$ cat config.mk
export PLATFORM = sky130hd
export DESIGN_NAME = serial_quad_wiper_latch_loader
export DESIGN_NICKNAME = d
export VERILOG_FILES = /design/src/wiper_pkg.sv /design/src/sync_two_ff.sv /design/src/serial_quad_wiper_latch_loader.sv
export SDC_FILE = /design/constraint.sdc
export NUM_CORES = 1
export LEC_CHECK = 0
export BUFFER_PORTS_ARGS = -buffer_cell sky130_fd_sc_hd__buf_2
export CORE_ASPECT_RATIO = 1.4
export CORE_MARGIN = 2
export CORE_UTILIZATION = 35
export DETAILED_ROUTE_END_ITERATION = 12
export HOLD_SLACK_MARGIN = 0.02
export PLACE_DENSITY = 0.67
export SLEW_MARGIN = 10
export SYNTH_ARGS = -nofsm -noshare
export SYNTH_HDL_FRONTEND = slang
export SYNTH_SLANG_ARGS = --single-unit
export TNS_END_PERCENT = 100
$ cat constraint.sdc
create_clock -name sys_clk -period 1.85 [get_ports sys_clk]
set_input_delay 0.2775 -clock sys_clk [delete_from_list [all_inputs] [get_ports sys_clk]]
set_output_delay 0.2775 -clock sys_clk [all_outputs]
set_load 0.02 [all_outputs]
$ cat src/wiper_pkg.sv
// constants shared by the quad wiper latch loader
package wiper_pkg;
  // ----------------------------------------------------------------
  // serial word layout
  // ----------------------------------------------------------------
  localparam int          WORD_BITS  = 10;         // address plus data bits
  localparam int          ADDR_HI    = 9;          // address field msb
  localparam int          ADDR_LO    = 8;          // address field lsb
  localparam int          DATA_HI    = 7;          // data field msb
  localparam int          NUM_WIPERS = 4;          // latches behind the link
  localparam logic [7:0]  MIDSCALE   = 8'h80;      // midscale preset code
  // ----------------------------------------------------------------
  // register map, byte offsets on the bus
  // ----------------------------------------------------------------
  localparam logic [4:0]  OFS_WIPER0 = 5'h00;      // first wiper, next ones every word
  localparam logic [4:0]  OFS_STATUS = 5'h10;      // read-only status word
  localparam logic [2:0]  IDX_STATUS = 3'h4;       // decoded index of status
  localparam logic [2:0]  IDX_NONE   = 3'h7;       // decoded index of a hole
  // status field positions
  localparam int          ST_PD      = 0;          // shutdown in force
  localparam int          ST_MID     = 1;          // midscale reset held
  localparam int          ST_SEL     = 2;          // frame open
  localparam int          ST_CNT_LO  = 4;          // bit counter lsb
  // ----------------------------------------------------------------
  // bus answers and pin idle levels
  // ----------------------------------------------------------------
  localparam logic [1:0]  RESP_OKAY  = 2'h0;       // normal answer
  localparam logic [1:0]  RESP_SLVERR = 2'h2;      // unmapped address
  localparam logic [4:0]  PIN_IDLE   = 5'h0b;      // sclk,sel_n,din,mid_n,pd_n
endpackage : wiper_pkg

$ cat src/sync_two_ff.sv
// two flip-flop synchroniser for a group of pin inputs
`timescale 1ns/10ps
module sync_two_ff #(
  parameter int                 WIDTH   = 1,       // number of pins
  parameter logic [WIDTH-1:0]   RST_VAL = '0       // idle level after reset
) (
  input  wire logic             sys_clk,           // system clock
  input  wire logic             srst,              // synchronous reset
  input  wire logic [WIDTH-1:0] d,                 // raw pin levels
  output logic      [WIDTH-1:0] q                  // synchronised levels
);
  // ----------------------------------------------------------------
  // capture stages
  // ----------------------------------------------------------------
  logic [WIDTH-1:0] meta_r;                        // first stage, read by q only

  // two stages; nothing but the second stage looks at the first
  always_ff @(posedge sys_clk) begin
    if (srst) begin
      meta_r <= RST_VAL;
      q      <= RST_VAL;
    end else begin
      meta_r <= d;
      q      <= meta_r;
    end
  end
endmodule : sync_two_ff

$ cat src/serial_quad_wiper_latch_loader.sv
// quad wiper latch loader: 3-wire serial input, daisy-chain output, axi4-lite view
//
// Behaviour
// - shift serial_in on serial clock rise while selected
// - select rising commits data to addressed latch
// - address 00,01,10,11 picks latch one to four
// - midscale reset low forces all latches to 80
// - shutdown low powers down all, opens terminal a
// - serial output only pulls low or releases
// - word is two address then eight data bits
// - shutdown keeps latches, takes writes, silences output
//
// Implementation choices: register access over AXI4-Lite and the placing of the registers.
`timescale 1ns/10ps
module serial_quad_wiper_latch_loader #(
  parameter int ADDR_W = 5                         // axi address width
) (
  input  wire logic              sys_clk,          // 250 mhz system clock
  input  wire logic              srst,             // synchronous reset, active high
  // serial link pins
  input  wire logic              serial_clk,       // serial clock pin
  input  wire logic              select_n,         // device select, active low
  input  wire logic              serial_in,        // serial data pin
  output logic                   serial_out_open_drain_o,    // always low level
  output logic                   serial_out_open_drain_oe_n, // low = pulling low
  input  wire logic              midscale_reset_n, // midscale reset, active low
  input  wire logic              power_down_n,     // shutdown, active low
  // channel outputs
  output logic [7:0]             wiper_one,        // latch one code
  output logic [7:0]             wiper_two,        // latch two code
  output logic [7:0]             wiper_three,      // latch three code
  output logic [7:0]             wiper_four,       // latch four code
  output logic                   power_down_o,     // all channels powered down
  output logic [3:0]             terminal_a_open,  // terminal a open per channel
  // axi4-lite slave
  input  wire logic [ADDR_W-1:0] s_axi_awaddr,
  input  wire logic              s_axi_awvalid,
  output logic                   s_axi_awready,
  input  wire logic [31:0]       s_axi_wdata,
  input  wire logic [3:0]        s_axi_wstrb,
  input  wire logic              s_axi_wvalid,
  output logic                   s_axi_wready,
  output logic [1:0]             s_axi_bresp,
  output logic                   s_axi_bvalid,
  input  wire logic              s_axi_bready,
  input  wire logic [ADDR_W-1:0] s_axi_araddr,
  input  wire logic              s_axi_arvalid,
  output logic                   s_axi_arready,
  output logic [31:0]            s_axi_rdata,
  output logic [1:0]             s_axi_rresp,
  output logic                   s_axi_rvalid,
  input  wire logic              s_axi_rready
);
  // ----------------------------------------------------------------
  // declarations
  // ----------------------------------------------------------------
  logic [4:0]        pins_s;                       // synchronised pin group
  logic              sclk_s;                       // serial clock, synced
  logic              sel_n_s;                      // select, synced
  logic              din_s;                        // serial data, synced
  logic              mid_n_s;                      // midscale reset, synced
  logic              pd_n_s;                       // shutdown, synced
  logic              sclk_d_r;                     // serial clock one cycle back
  logic              sel_n_d_r;                    // select one cycle back
  logic              sclk_rise;                    // serial clock rising edge
  logic              commit;                       // select rising edge
  logic [9:0]        shift_r;                      // serial shift register
  logic [3:0]        bit_cnt_r;                    // bits seen this frame, saturating
  logic [7:0]        wiper_r [4];                  // the four latches
  logic              pd_r;                         // registered shutdown state
  logic              aw_held_r;                    // write address captured
  logic [ADDR_W-1:0] awaddr_r;                     // captured write address
  logic              w_held_r;                     // write data captured
  logic [31:0]       wdata_r;                      // captured write data
  logic              wstrb0_r;                     // low byte lane enabled
  logic              wr_fire;                      // both halves present, do write
  logic [2:0]        wr_idx;                       // decoded write target
  logic [2:0]        rd_idx;                       // decoded read target

  // ----------------------------------------------------------------
  // address decode, shared by the write and read paths
  // ----------------------------------------------------------------
  function automatic logic [2:0] reg_index(input logic [ADDR_W-1:0] a);
    logic [2:0] idx;
    idx = wiper_pkg::IDX_NONE;
    if (a[1:0] == 2'h0) begin
      if (a[4:2] < 3'(wiper_pkg::NUM_WIPERS)) begin
        idx = a[4:2];                              // wiper words
      end else if (a == wiper_pkg::OFS_STATUS) begin
        idx = wiper_pkg::IDX_STATUS;
      end
    end
    return idx;
  endfunction : reg_index

  // ----------------------------------------------------------------
  // pin synchronisers and edge detection
  // ----------------------------------------------------------------
  sync_two_ff #(
    .WIDTH   (5),
    .RST_VAL (wiper_pkg::PIN_IDLE)
  ) u_pin_sync (
    .sys_clk (sys_clk),
    .srst    (srst),
    .d       ({serial_clk, select_n, serial_in, midscale_reset_n, power_down_n}),
    .q       (pins_s)
  );

  assign {sclk_s, sel_n_s, din_s, mid_n_s, pd_n_s} = pins_s;

  // previous levels; edges are only seen on the synced copies
  always_ff @(posedge sys_clk) begin
    if (srst) begin
      sclk_d_r  <= 1'b0;
      sel_n_d_r <= 1'b1;
    end else begin
      sclk_d_r  <= sclk_s;
      sel_n_d_r <= sel_n_s;
    end
  end

  assign sclk_rise = sclk_s & ~sclk_d_r;
  assign commit    = sel_n_s & ~sel_n_d_r;         // select going high ends the word

  // ----------------------------------------------------------------
  // serial shift register
  // ----------------------------------------------------------------
  // shifting keeps going in shutdown; only the output is silenced
  always_ff @(posedge sys_clk) begin
    if (srst) begin
      shift_r <= '0;
    end else if (sclk_rise && !sel_n_s) begin
      shift_r <= {shift_r[8:0], din_s};            // msb first, address then data
    end
  end

  // bit counter for status; longer words simply pass on down the chain
  always_ff @(posedge sys_clk) begin
    if (srst || sel_n_s) begin
      bit_cnt_r <= '0;
    end else if (sclk_rise && bit_cnt_r < 4'(wiper_pkg::WORD_BITS)) begin
      bit_cnt_r <= bit_cnt_r + 4'h1;               // saturates at one word
    end
  end

  // ----------------------------------------------------------------
  // wiper latches
  // ----------------------------------------------------------------
  // midscale beats everything; serial commit beats a bus write
  generate
    for (genvar i = 0; i < wiper_pkg::NUM_WIPERS; i++) begin : g_latch
      always_ff @(posedge sys_clk) begin
        if (srst || !mid_n_s) begin
          wiper_r[i] <= wiper_pkg::MIDSCALE;       // forced while reset pin low
        end else if (commit && shift_r[wiper_pkg::ADDR_HI:wiper_pkg::ADDR_LO] == 2'(i)) begin
          wiper_r[i] <= shift_r[wiper_pkg::DATA_HI:0]; // addressed latch only
        end else if (wr_fire && wr_idx == 3'(i) && wstrb0_r) begin
          wiper_r[i] <= wdata_r[7:0];              // software load of one latch
        end
      end
    end
  endgenerate

  assign wiper_one   = wiper_r[0];
  assign wiper_two   = wiper_r[1];
  assign wiper_three = wiper_r[2];
  assign wiper_four  = wiper_r[3];

  // ----------------------------------------------------------------
  // shutdown and serial output
  // ----------------------------------------------------------------
  // shutdown gates the channels and releases the serial output; latch contents stay put
  always_ff @(posedge sys_clk) begin
    if (srst) begin
      pd_r <= 1'b0;
    end else begin
      pd_r <= ~pd_n_s;                             // one input for all channels
    end
  end

  assign power_down_o    = pd_r;
  assign terminal_a_open = {4{pd_r}};              // terminal a opened in shutdown

  // the pin is never driven high: low level, enable decides
  assign serial_out_open_drain_o    = 1'b0;
  // pull low for a zero in the last stage, release otherwise and in shutdown
  assign serial_out_open_drain_oe_n = pd_r | shift_r[wiper_pkg::ADDR_HI];

  // ----------------------------------------------------------------
  // axi4-lite write path
  // ----------------------------------------------------------------
  assign s_axi_awready = ~aw_held_r;
  assign s_axi_wready  = ~w_held_r;
  assign wr_fire       = aw_held_r & w_held_r & ~s_axi_bvalid;
  assign wr_idx        = reg_index(awaddr_r);

  // address and data are caught in either order, one write at a time
  always_ff @(posedge sys_clk) begin
    if (srst) begin
      aw_held_r <= 1'b0;
      awaddr_r  <= '0;
    end else if (s_axi_awvalid && !aw_held_r) begin
      aw_held_r <= 1'b1;
      awaddr_r  <= s_axi_awaddr;
    end else if (wr_fire) begin
      aw_held_r <= 1'b0;
    end
  end

  always_ff @(posedge sys_clk) begin
    if (srst) begin
      w_held_r <= 1'b0;
      wdata_r  <= '0;
      wstrb0_r <= 1'b0;
    end else if (s_axi_wvalid && !w_held_r) begin
      w_held_r <= 1'b1;
      wdata_r  <= s_axi_wdata;
      wstrb0_r <= s_axi_wstrb[0];
    end else if (wr_fire) begin
      w_held_r <= 1'b0;
    end
  end

  // write response; status accepts and ignores writes, holes answer slverr
  always_ff @(posedge sys_clk) begin
    if (srst) begin
      s_axi_bvalid <= 1'b0;
      s_axi_bresp  <= wiper_pkg::RESP_OKAY;
    end else if (wr_fire) begin
      s_axi_bvalid <= 1'b1;
      s_axi_bresp  <= (wr_idx == wiper_pkg::IDX_NONE) ? wiper_pkg::RESP_SLVERR
                                                      : wiper_pkg::RESP_OKAY;
    end else if (s_axi_bready) begin
      s_axi_bvalid <= 1'b0;
    end
  end

  // ----------------------------------------------------------------
  // axi4-lite read path
  // ----------------------------------------------------------------
  assign s_axi_arready = ~s_axi_rvalid;
  assign rd_idx        = reg_index(s_axi_araddr);

  // read data is registered; one read in flight at most
  always_ff @(posedge sys_clk) begin
    if (srst) begin
      s_axi_rvalid <= 1'b0;
      s_axi_rdata  <= '0;
      s_axi_rresp  <= wiper_pkg::RESP_OKAY;
    end else if (s_axi_arvalid && !s_axi_rvalid) begin
      s_axi_rvalid <= 1'b1;
      s_axi_rdata  <= '0;
      s_axi_rresp  <= wiper_pkg::RESP_OKAY;
      if (rd_idx < 3'(wiper_pkg::NUM_WIPERS)) begin
        s_axi_rdata[7:0] <= wiper_r[rd_idx[1:0]];
      end else if (rd_idx == wiper_pkg::IDX_STATUS) begin
        s_axi_rdata[wiper_pkg::ST_PD]  <= pd_r;
        s_axi_rdata[wiper_pkg::ST_MID] <= ~mid_n_s;
        s_axi_rdata[wiper_pkg::ST_SEL] <= ~sel_n_s;
        s_axi_rdata[wiper_pkg::ST_CNT_LO +: 4] <= bit_cnt_r;
      end else begin
        s_axi_rresp <= wiper_pkg::RESP_SLVERR;     // unmapped hole
      end
    end else if (s_axi_rready) begin
      s_axi_rvalid <= 1'b0;
    end
  end
endmodule : serial_quad_wiper_latch_loader

==> results of run 1 <==
## per-layer routing
metal | vias up | track usage | routed length (µm) | share of wire
met5 | - | 0 | 0 | 0
met3 | 20 | 0.0384 | 525 | 0.059
met1 | 1376 | 0.156 | 3370 | 0.38
met2 | 99 | 0.279 | 4700 | 0.53
met4 | 0 | 0.0804 | 247 | 0.028
li1 | 1431 | - | - | -
## stage by stage
step	setup WS [ns]	utilization	instances	hold WS [ns]
2_1_floorplan	0.0286	-	387	0.363
3_3_place_gp	0.143	0.413	584	0.364
3_5_place_dp	0.105	0.413	584	0.374
4_1_cts	0.0893	0.439	600	0.112
5_1_grt	0.0227	0.439	600	0.117
6_report	0.133	0.439	600	0.119
## synthesized netlist by cell type (4+ instances only)
library cell  instances  area [µm²]
mux2_2                4        45.0
edfxtp_1             32         961
mux2i_1              24         240
inv_1                 7        26.3
dfxtp_1              55        1100
a22o_1               28         245
o21ai_0               4        20.0
nor3_1                4        20.0
nor2_1               32         120
a22oi_1              10        75.1
clkbuf_1             11        41.3
nor2b_1              14        87.6
buf_4                32         240
nand2_1              32         120
a21oi_1              14        70.1
or2_2                 8        50.1
o211ai_1              7        52.6
## how the worst min path moves through the flow
stage | start | to | slack [ns]
2_1_floorplan | u_pin_sync.q[0] | power_down_o | 0.36
3_3_place_gp | u_pin_sync.q[0] | power_down_o | 0.36
3_5_place_dp | u_pin_sync.q[0] | power_down_o | 0.37
4_1_cts | power_down_n | u_pin_sync.meta_r[0] | 0.11
5_1_grt | select_n | u_pin_sync.meta_r[3] | 0.12
6_report | select_n | u_pin_sync.meta_r[3] | 0.12
## power groups by stage
stage,registers [W],logic (W),clock network [W]
floorplan,0.00219,0.000265,0
global placement,0.00215,0.000400,0
detailed placement,0.00215,0.000407,0
CTS,0.00211,0.000408,0.00180
global route,0.00212,0.000442,0.00188
finish,0.00211,0.000404,0.00176
## area by class of cell
class | count | area (µm²)
fill | 1040 | 6090
clock buffer | 10 | 229
timing repair buffer | 102 | 571
sequential | 87 | 2060
multi-input combinational | 247 | 1650
clock inverter | 6 | 61.3
inverter | 7 | 26.3
tap | 141 | 176
## sequential cells by signal, indices dropped and copies added, names as in the netlist, 4 cells and up
name and count:
bit_cnt_r 4, u_pin_sync.meta_r 5, wiper_r 32, shift_r 10
wdata_r 8, awaddr_r 5, s_axi_rdata 8, u_pin_sync.q 5
## worst max-delay path, delay by kind of cell, from the launching register on
family | cells | cell delay (ns)
flops | 1 | 0.37
simple gates | 4 | 0.99
## kinds of logic after synthesis
| kind of cell | count (synthesis) | share of synthesized area |
|---|---|---|
| other | 1 | 0.000955 |
| multiplexers | 31 | 0.0841 |
| AND/OR/NAND/NOR | 118 | 0.164 |
| AO/OA/AOI/OAI | 68 | 0.134 |
| flip-flops | 87 | 0.525 |
| buffers and inverters | 53 | 0.0838 |
| adder cells (fa/ha/maj) | 1 | 0.00319 |
| XOR/XNOR | 2 | 0.00446 |
==> summary.txt, run 1 <==
Floorplan
  • DIE AREA: 12100 µm²
  • # rows: 45
  • Initial Util: 0.361
  • Io pins: 138
  • Core Region: 10900 µm²
  • Die H: 129 µm
  • Chip Width: 93.5 µm

Routing
  • Final Routed Wirelength: 8850 µm
  • Residual DRC count: 0
  • Vias: 2926
  • Post-DR wirelength/cell: 14.7 µm
  • Detailed Route Iter0 Violations: 162
  • Vias per cell: 4.88
  • Pre-Repair DR Iteration Count: 4
  • Post-route antenna net violation count: 0

Clocking
  • Worst-path clk slew: 0.06 ns
  • Post-CTS Setup Inserts: 0
  • CTS Buf Count: 9
  • Root Driver: clkbuf_16
  • Hold buffers post-CTS: 0
  • Clk buf depth: 2
  • H-tree levels: 3
  • Worst-Skew Late Latency: 0.34 ns
  • Post-CTS Resized: 0
  • Clock Sink Count: 87
  • CTS tree: yes

GRT
  • Global-route wire length before repair: 13900 µm
  • Largest net degree at the start of global routing: 29
  • Vias in the first global route: 2797
  • Grt ovf: 0
  • Total GRT Usage: 0.152
  • Initial antenna violation count: 0

Status
  • Status: complete, no violations

Timing
  • RSZ-0062 raised after global routing: false
  • Min Tclk post-route: 1.72 ns
  • Period utilisation layout: 0.928
  • Worst rel slew slack: 0.622
  • Final Slew Violations: 0
  • Final Hold Fails: 0
  • Fin Setup TNS: 0 ns
  • Max Fclk: 582 MHz
  • # setup viols final: 0
  • Worst-Margin Slew: 0.566 ns
  • Clock Skew: 0.00614 ns

Critical path
  • Worst EP required: 1.85 ns
  • Worst path cell trace: and3b_1 > nand3b_4 > nor3_4 > or3_1
  • Reg2Reg Launch Point: aw_held_r
  • Slowest CP cell: dfxtp_1
  • Worst Reg-to-Reg Cells: 4
  • WP data arrival: 1.71 ns
  • RR Endpoint: wiper_r[1][7]
  • Crit path capture type: flop
  • CP Launch Type: flop
  • Worst Path Max Fanout: 8
  • R2r setup slk: 0.13 ns
  • CP Launch Point: aw_held_r
  • CP Class: flop to flop
  • Worst Setup EP: wiper_r[1][7]
  • Crit-path max cell delay: 0.37 ns

Synth
  • Post-synth cell types: 44
  • Synth warn: 0
  • Post-synth EDFFs: 32
  • Synthesis-stage register bit count: 87
  • Register area share after synthesis: 0.525
  • Primary FF master, synth: dfxtp_1
  • Ys async rst share: 0
  • Syn Area/Cell: 10.9 µm²
  • Syn Inst Count: 361
  • Cell area after synthesis: 3930 µm²

Pwr
  • Sequential Power Share: 0.494
  • P_sw: 0.00104 W
  • Total power: 0.00427 W
  • PD cells: 895 nW/µm²
  • Combinational power share: 0.094
  • Internal power: 0.00324 W
  • Clock Power Share: 0.412
  • Peak VDD IR: 0.487 mV
  • Sw frac: 0.242
  • P_leak: 1.95 nW

Job
  • Max-cap viol count: 0

Placement
  • I/O Buffers: 83
  • Post-DP HPWL: 6970 µm
  • Placed Area: 4480 µm²
  • Routability cong.: 0.850

Layout
  • Share of cells above drive strength 1: 0.307
  • Commonest non-fill, non-tap cell in the layout: buf_2
  • Design area: 4770 µm²
  • Antenna diodes: 0
  • Final net count: 513
  • Area grow syn2layout: 21.6%
  • Commonest cells after routing, fill and taps aside: buf_2, dfxtp_1, nor2_1, nand2_1, edfxtp_1

Worst hold path
  • Hold Crit Class: primary input to flop
  • Hold-critical path depth: 2
Power figures use the tool's default switching activity.
==> run 2, diff against run 1 <==
--- a/config.mk
+++ b/config.mk
@@ -9,6 +9,7 @@
 export CORE_ASPECT_RATIO = 1.4
 export CORE_MARGIN = 2
 export CORE_UTILIZATION = 35
+export CTS_BUF_LIST = sky130_fd_sc_hd__clkbuf_4 sky130_fd_sc_hd__clkbuf_8 sky130_fd_sc_hd__clkbuf_16
 export DETAILED_ROUTE_END_ITERATION = 12
 export HOLD_SLACK_MARGIN = 0.02
 export PLACE_DENSITY = 0.67
==> summary.txt, run 2 (synthesized netlist as in run 1, its figures left out) <==
Status
  • Status: complete, no violations

Critical path
  • Worst EP required: 1.85 ns
  • Crit path capture type: flop
  • CP Launch Type: flop
  • Worst Setup EP: wiper_r[1][7]
  • CP Launch Point: aw_held_r
  • CP Class: flop to flop
  • WP data arrival: 1.71 ns
  • CP delay by family, top: simple AND/OR/NAND/NOR gates
  • Reg2Reg Launch Point: aw_held_r
  • Number of cells on the critical path: 4
  • CP bufs+invs: 0
  • Worst Reg-to-Reg Cells: 4
  • R2r setup slk: 0.14 ns
  • Slowest CP cell: dfxtp_1
  • RR Endpoint: wiper_r[1][7]
  • Crit-path max cell delay: 0.37 ns
  • Worst Path Max Fanout: 8
  • Worst path cell trace: and3b_1 > nand3b_4 > nor3_4 > or3_1

Layout
  • Max FFs per register: 32
  • Fill cells: 1038
  • Final net count: 513
  • Antenna diodes: 0
  • Commonest cells after routing, fill and taps aside: buf_2, dfxtp_1, nor2_1, nand2_1, edfxtp_1
  • Share of cells above drive strength 1: 0.309
  • Commonest non-fill, non-tap cell in the layout: buf_2
  • Area grow syn2layout: 21.7%
  • Top Registers: wiper_r: 32 flops, shift_r: 10 flops
  • Biggest register: wiper_r

Timing
  • Worst hold margin: 0.117 ns
  • Final WS setup: 0.135 ns
  • Worst-Margin Slew: 0.569 ns
  • Clock Skew: 0.00697 ns
  • Fin Setup TNS: 0 ns
  • # setup viols final: 0
  • Final Hold Fails: 0
  • Min Tclk post-route: 1.71 ns
  • Max Fclk: 583 MHz
  • RSZ-0062 raised after global routing: false
  • Worst rel slew slack: 0.620
  • Period utilisation layout: 0.927
  • Final Slew Violations: 0

GRT
  • Total GRT Usage: 0.152
  • Global-route wire length before repair: 13900 µm
  • Grt ovf: 0
  • Vias in the first global route: 2797
  • Initial antenna violation count: 0
  • Largest net degree at the start of global routing: 29

Clocking
  • Post-CTS Setup Inserts: 0
  • Post-CTS Resized: 0
  • CTS tree: yes
  • H-tree levels: 3
  • Root Driver: clkbuf_16
  • Hold buffers post-CTS: 0
  • Clock Sink Count: 87
  • Worst-path clk slew: 0.06 ns
  • Worst-Skew Late Latency: 0.34 ns
  • Clk buf depth: 2
  • CTS Buf Count: 9

Floorplan
  • # rows: 45
  • Core Region: 10900 µm²
  • Io pins: 138
  • Die H: 129 µm
  • Chip Width: 93.5 µm
  • DIE AREA: 12100 µm²
  • Initial Util: 0.361

Routing
  • Detailed Route Iter0 Violations: 151
  • Post-DR wirelength/cell: 14.7 µm
  • Post-route antenna net violation count: 0
  • Pre-Repair DR Iteration Count: 4
  • Vias: 2923
  • Vias per cell: 4.87
  • Residual DRC count: 0
  • Final Routed Wirelength: 8850 µm

Placement
  • I/O Buffers: 83
  • Routability cong.: 0.850
  • Post-DP HPWL: 6970 µm
  • Place WS: 0.105 ns

Worst hold path
  • Hold Crit Class: primary input to flop
  • Hold-critical path depth: 2

Pwr
  • Peak VDD IR: 0.481 mV
  • P_leak: 1.96 nW
  • PD cells: 897 nW/µm²

Job
  • Max-cap viol count: 0
run 2: cell counts in the layout (fill, tap and decap cells not counted):
No cell type changed its count.
run 2: power breakdown:
group	internal (W)	leakage (nW)	total, W	switching, W
Combinational	0.000140	1.04	0.000403	0.000263
Clock	0.00106	0.146	0.00177	0.000720
Sequential	0.00206	0.772	0.00211	0.0000537
Total	0.00325	1.96	0.00429	0.00104
run 2: worst min-delay path by stage:
stage	startpoint	endpoint	slack [ns]
after detailed placement	u_pin_sync.q[0]	power_down_o	0.37
after global placement	u_pin_sync.q[0]	power_down_o	0.36
after global routing	select_n	u_pin_sync.meta_r[3]	0.12
after CTS	power_down_n	u_pin_sync.meta_r[0]	0.11
final	select_n	u_pin_sync.meta_r[3]	0.12
after floorplan	u_pin_sync.q[0]	power_down_o	0.36
run 2: cell type report:
cell class / count / area (µm²) / share of cell area
clock buffer: 10 / 233 / 0.0487
clock inverter: 6 / 61.3 / 0.0128
inverter: 7 / 26.3 / 0.00550
multi-input combinational: 247 / 1650 / 0.345
sequential: 87 / 2060 / 0.432
tap: 141 / 176 / 0.0369
timing repair buffer: 102 / 571 / 0.119
run 2: metal layers:
metal	up-vias	wire (µm)	global-route usage
li1	1432	-	-
met1	1379	3400	0.157
met2	93	4720	0.279
met3	19	493	0.0384
met4	0	242	0.0804
met5	-	0	0
run 2: through the flow:
| stage | instances | instance area, µm² | power (W) | utilization |
|---|---|---|---|---|
| 2_1_floorplan | 387 | 4040 | 0.00245 | - |
| 3_3_place_gp | 584 | 4480 | 0.00255 | 0.413 |
| 3_5_place_dp | 584 | 4480 | 0.00256 | 0.413 |
| 4_1_cts | 600 | 4780 | 0.00433 | 0.440 |
| 5_1_grt | 600 | 4780 | 0.00445 | 0.440 |
| 6_report | 600 | 4780 | 0.00429 | 0.440 |
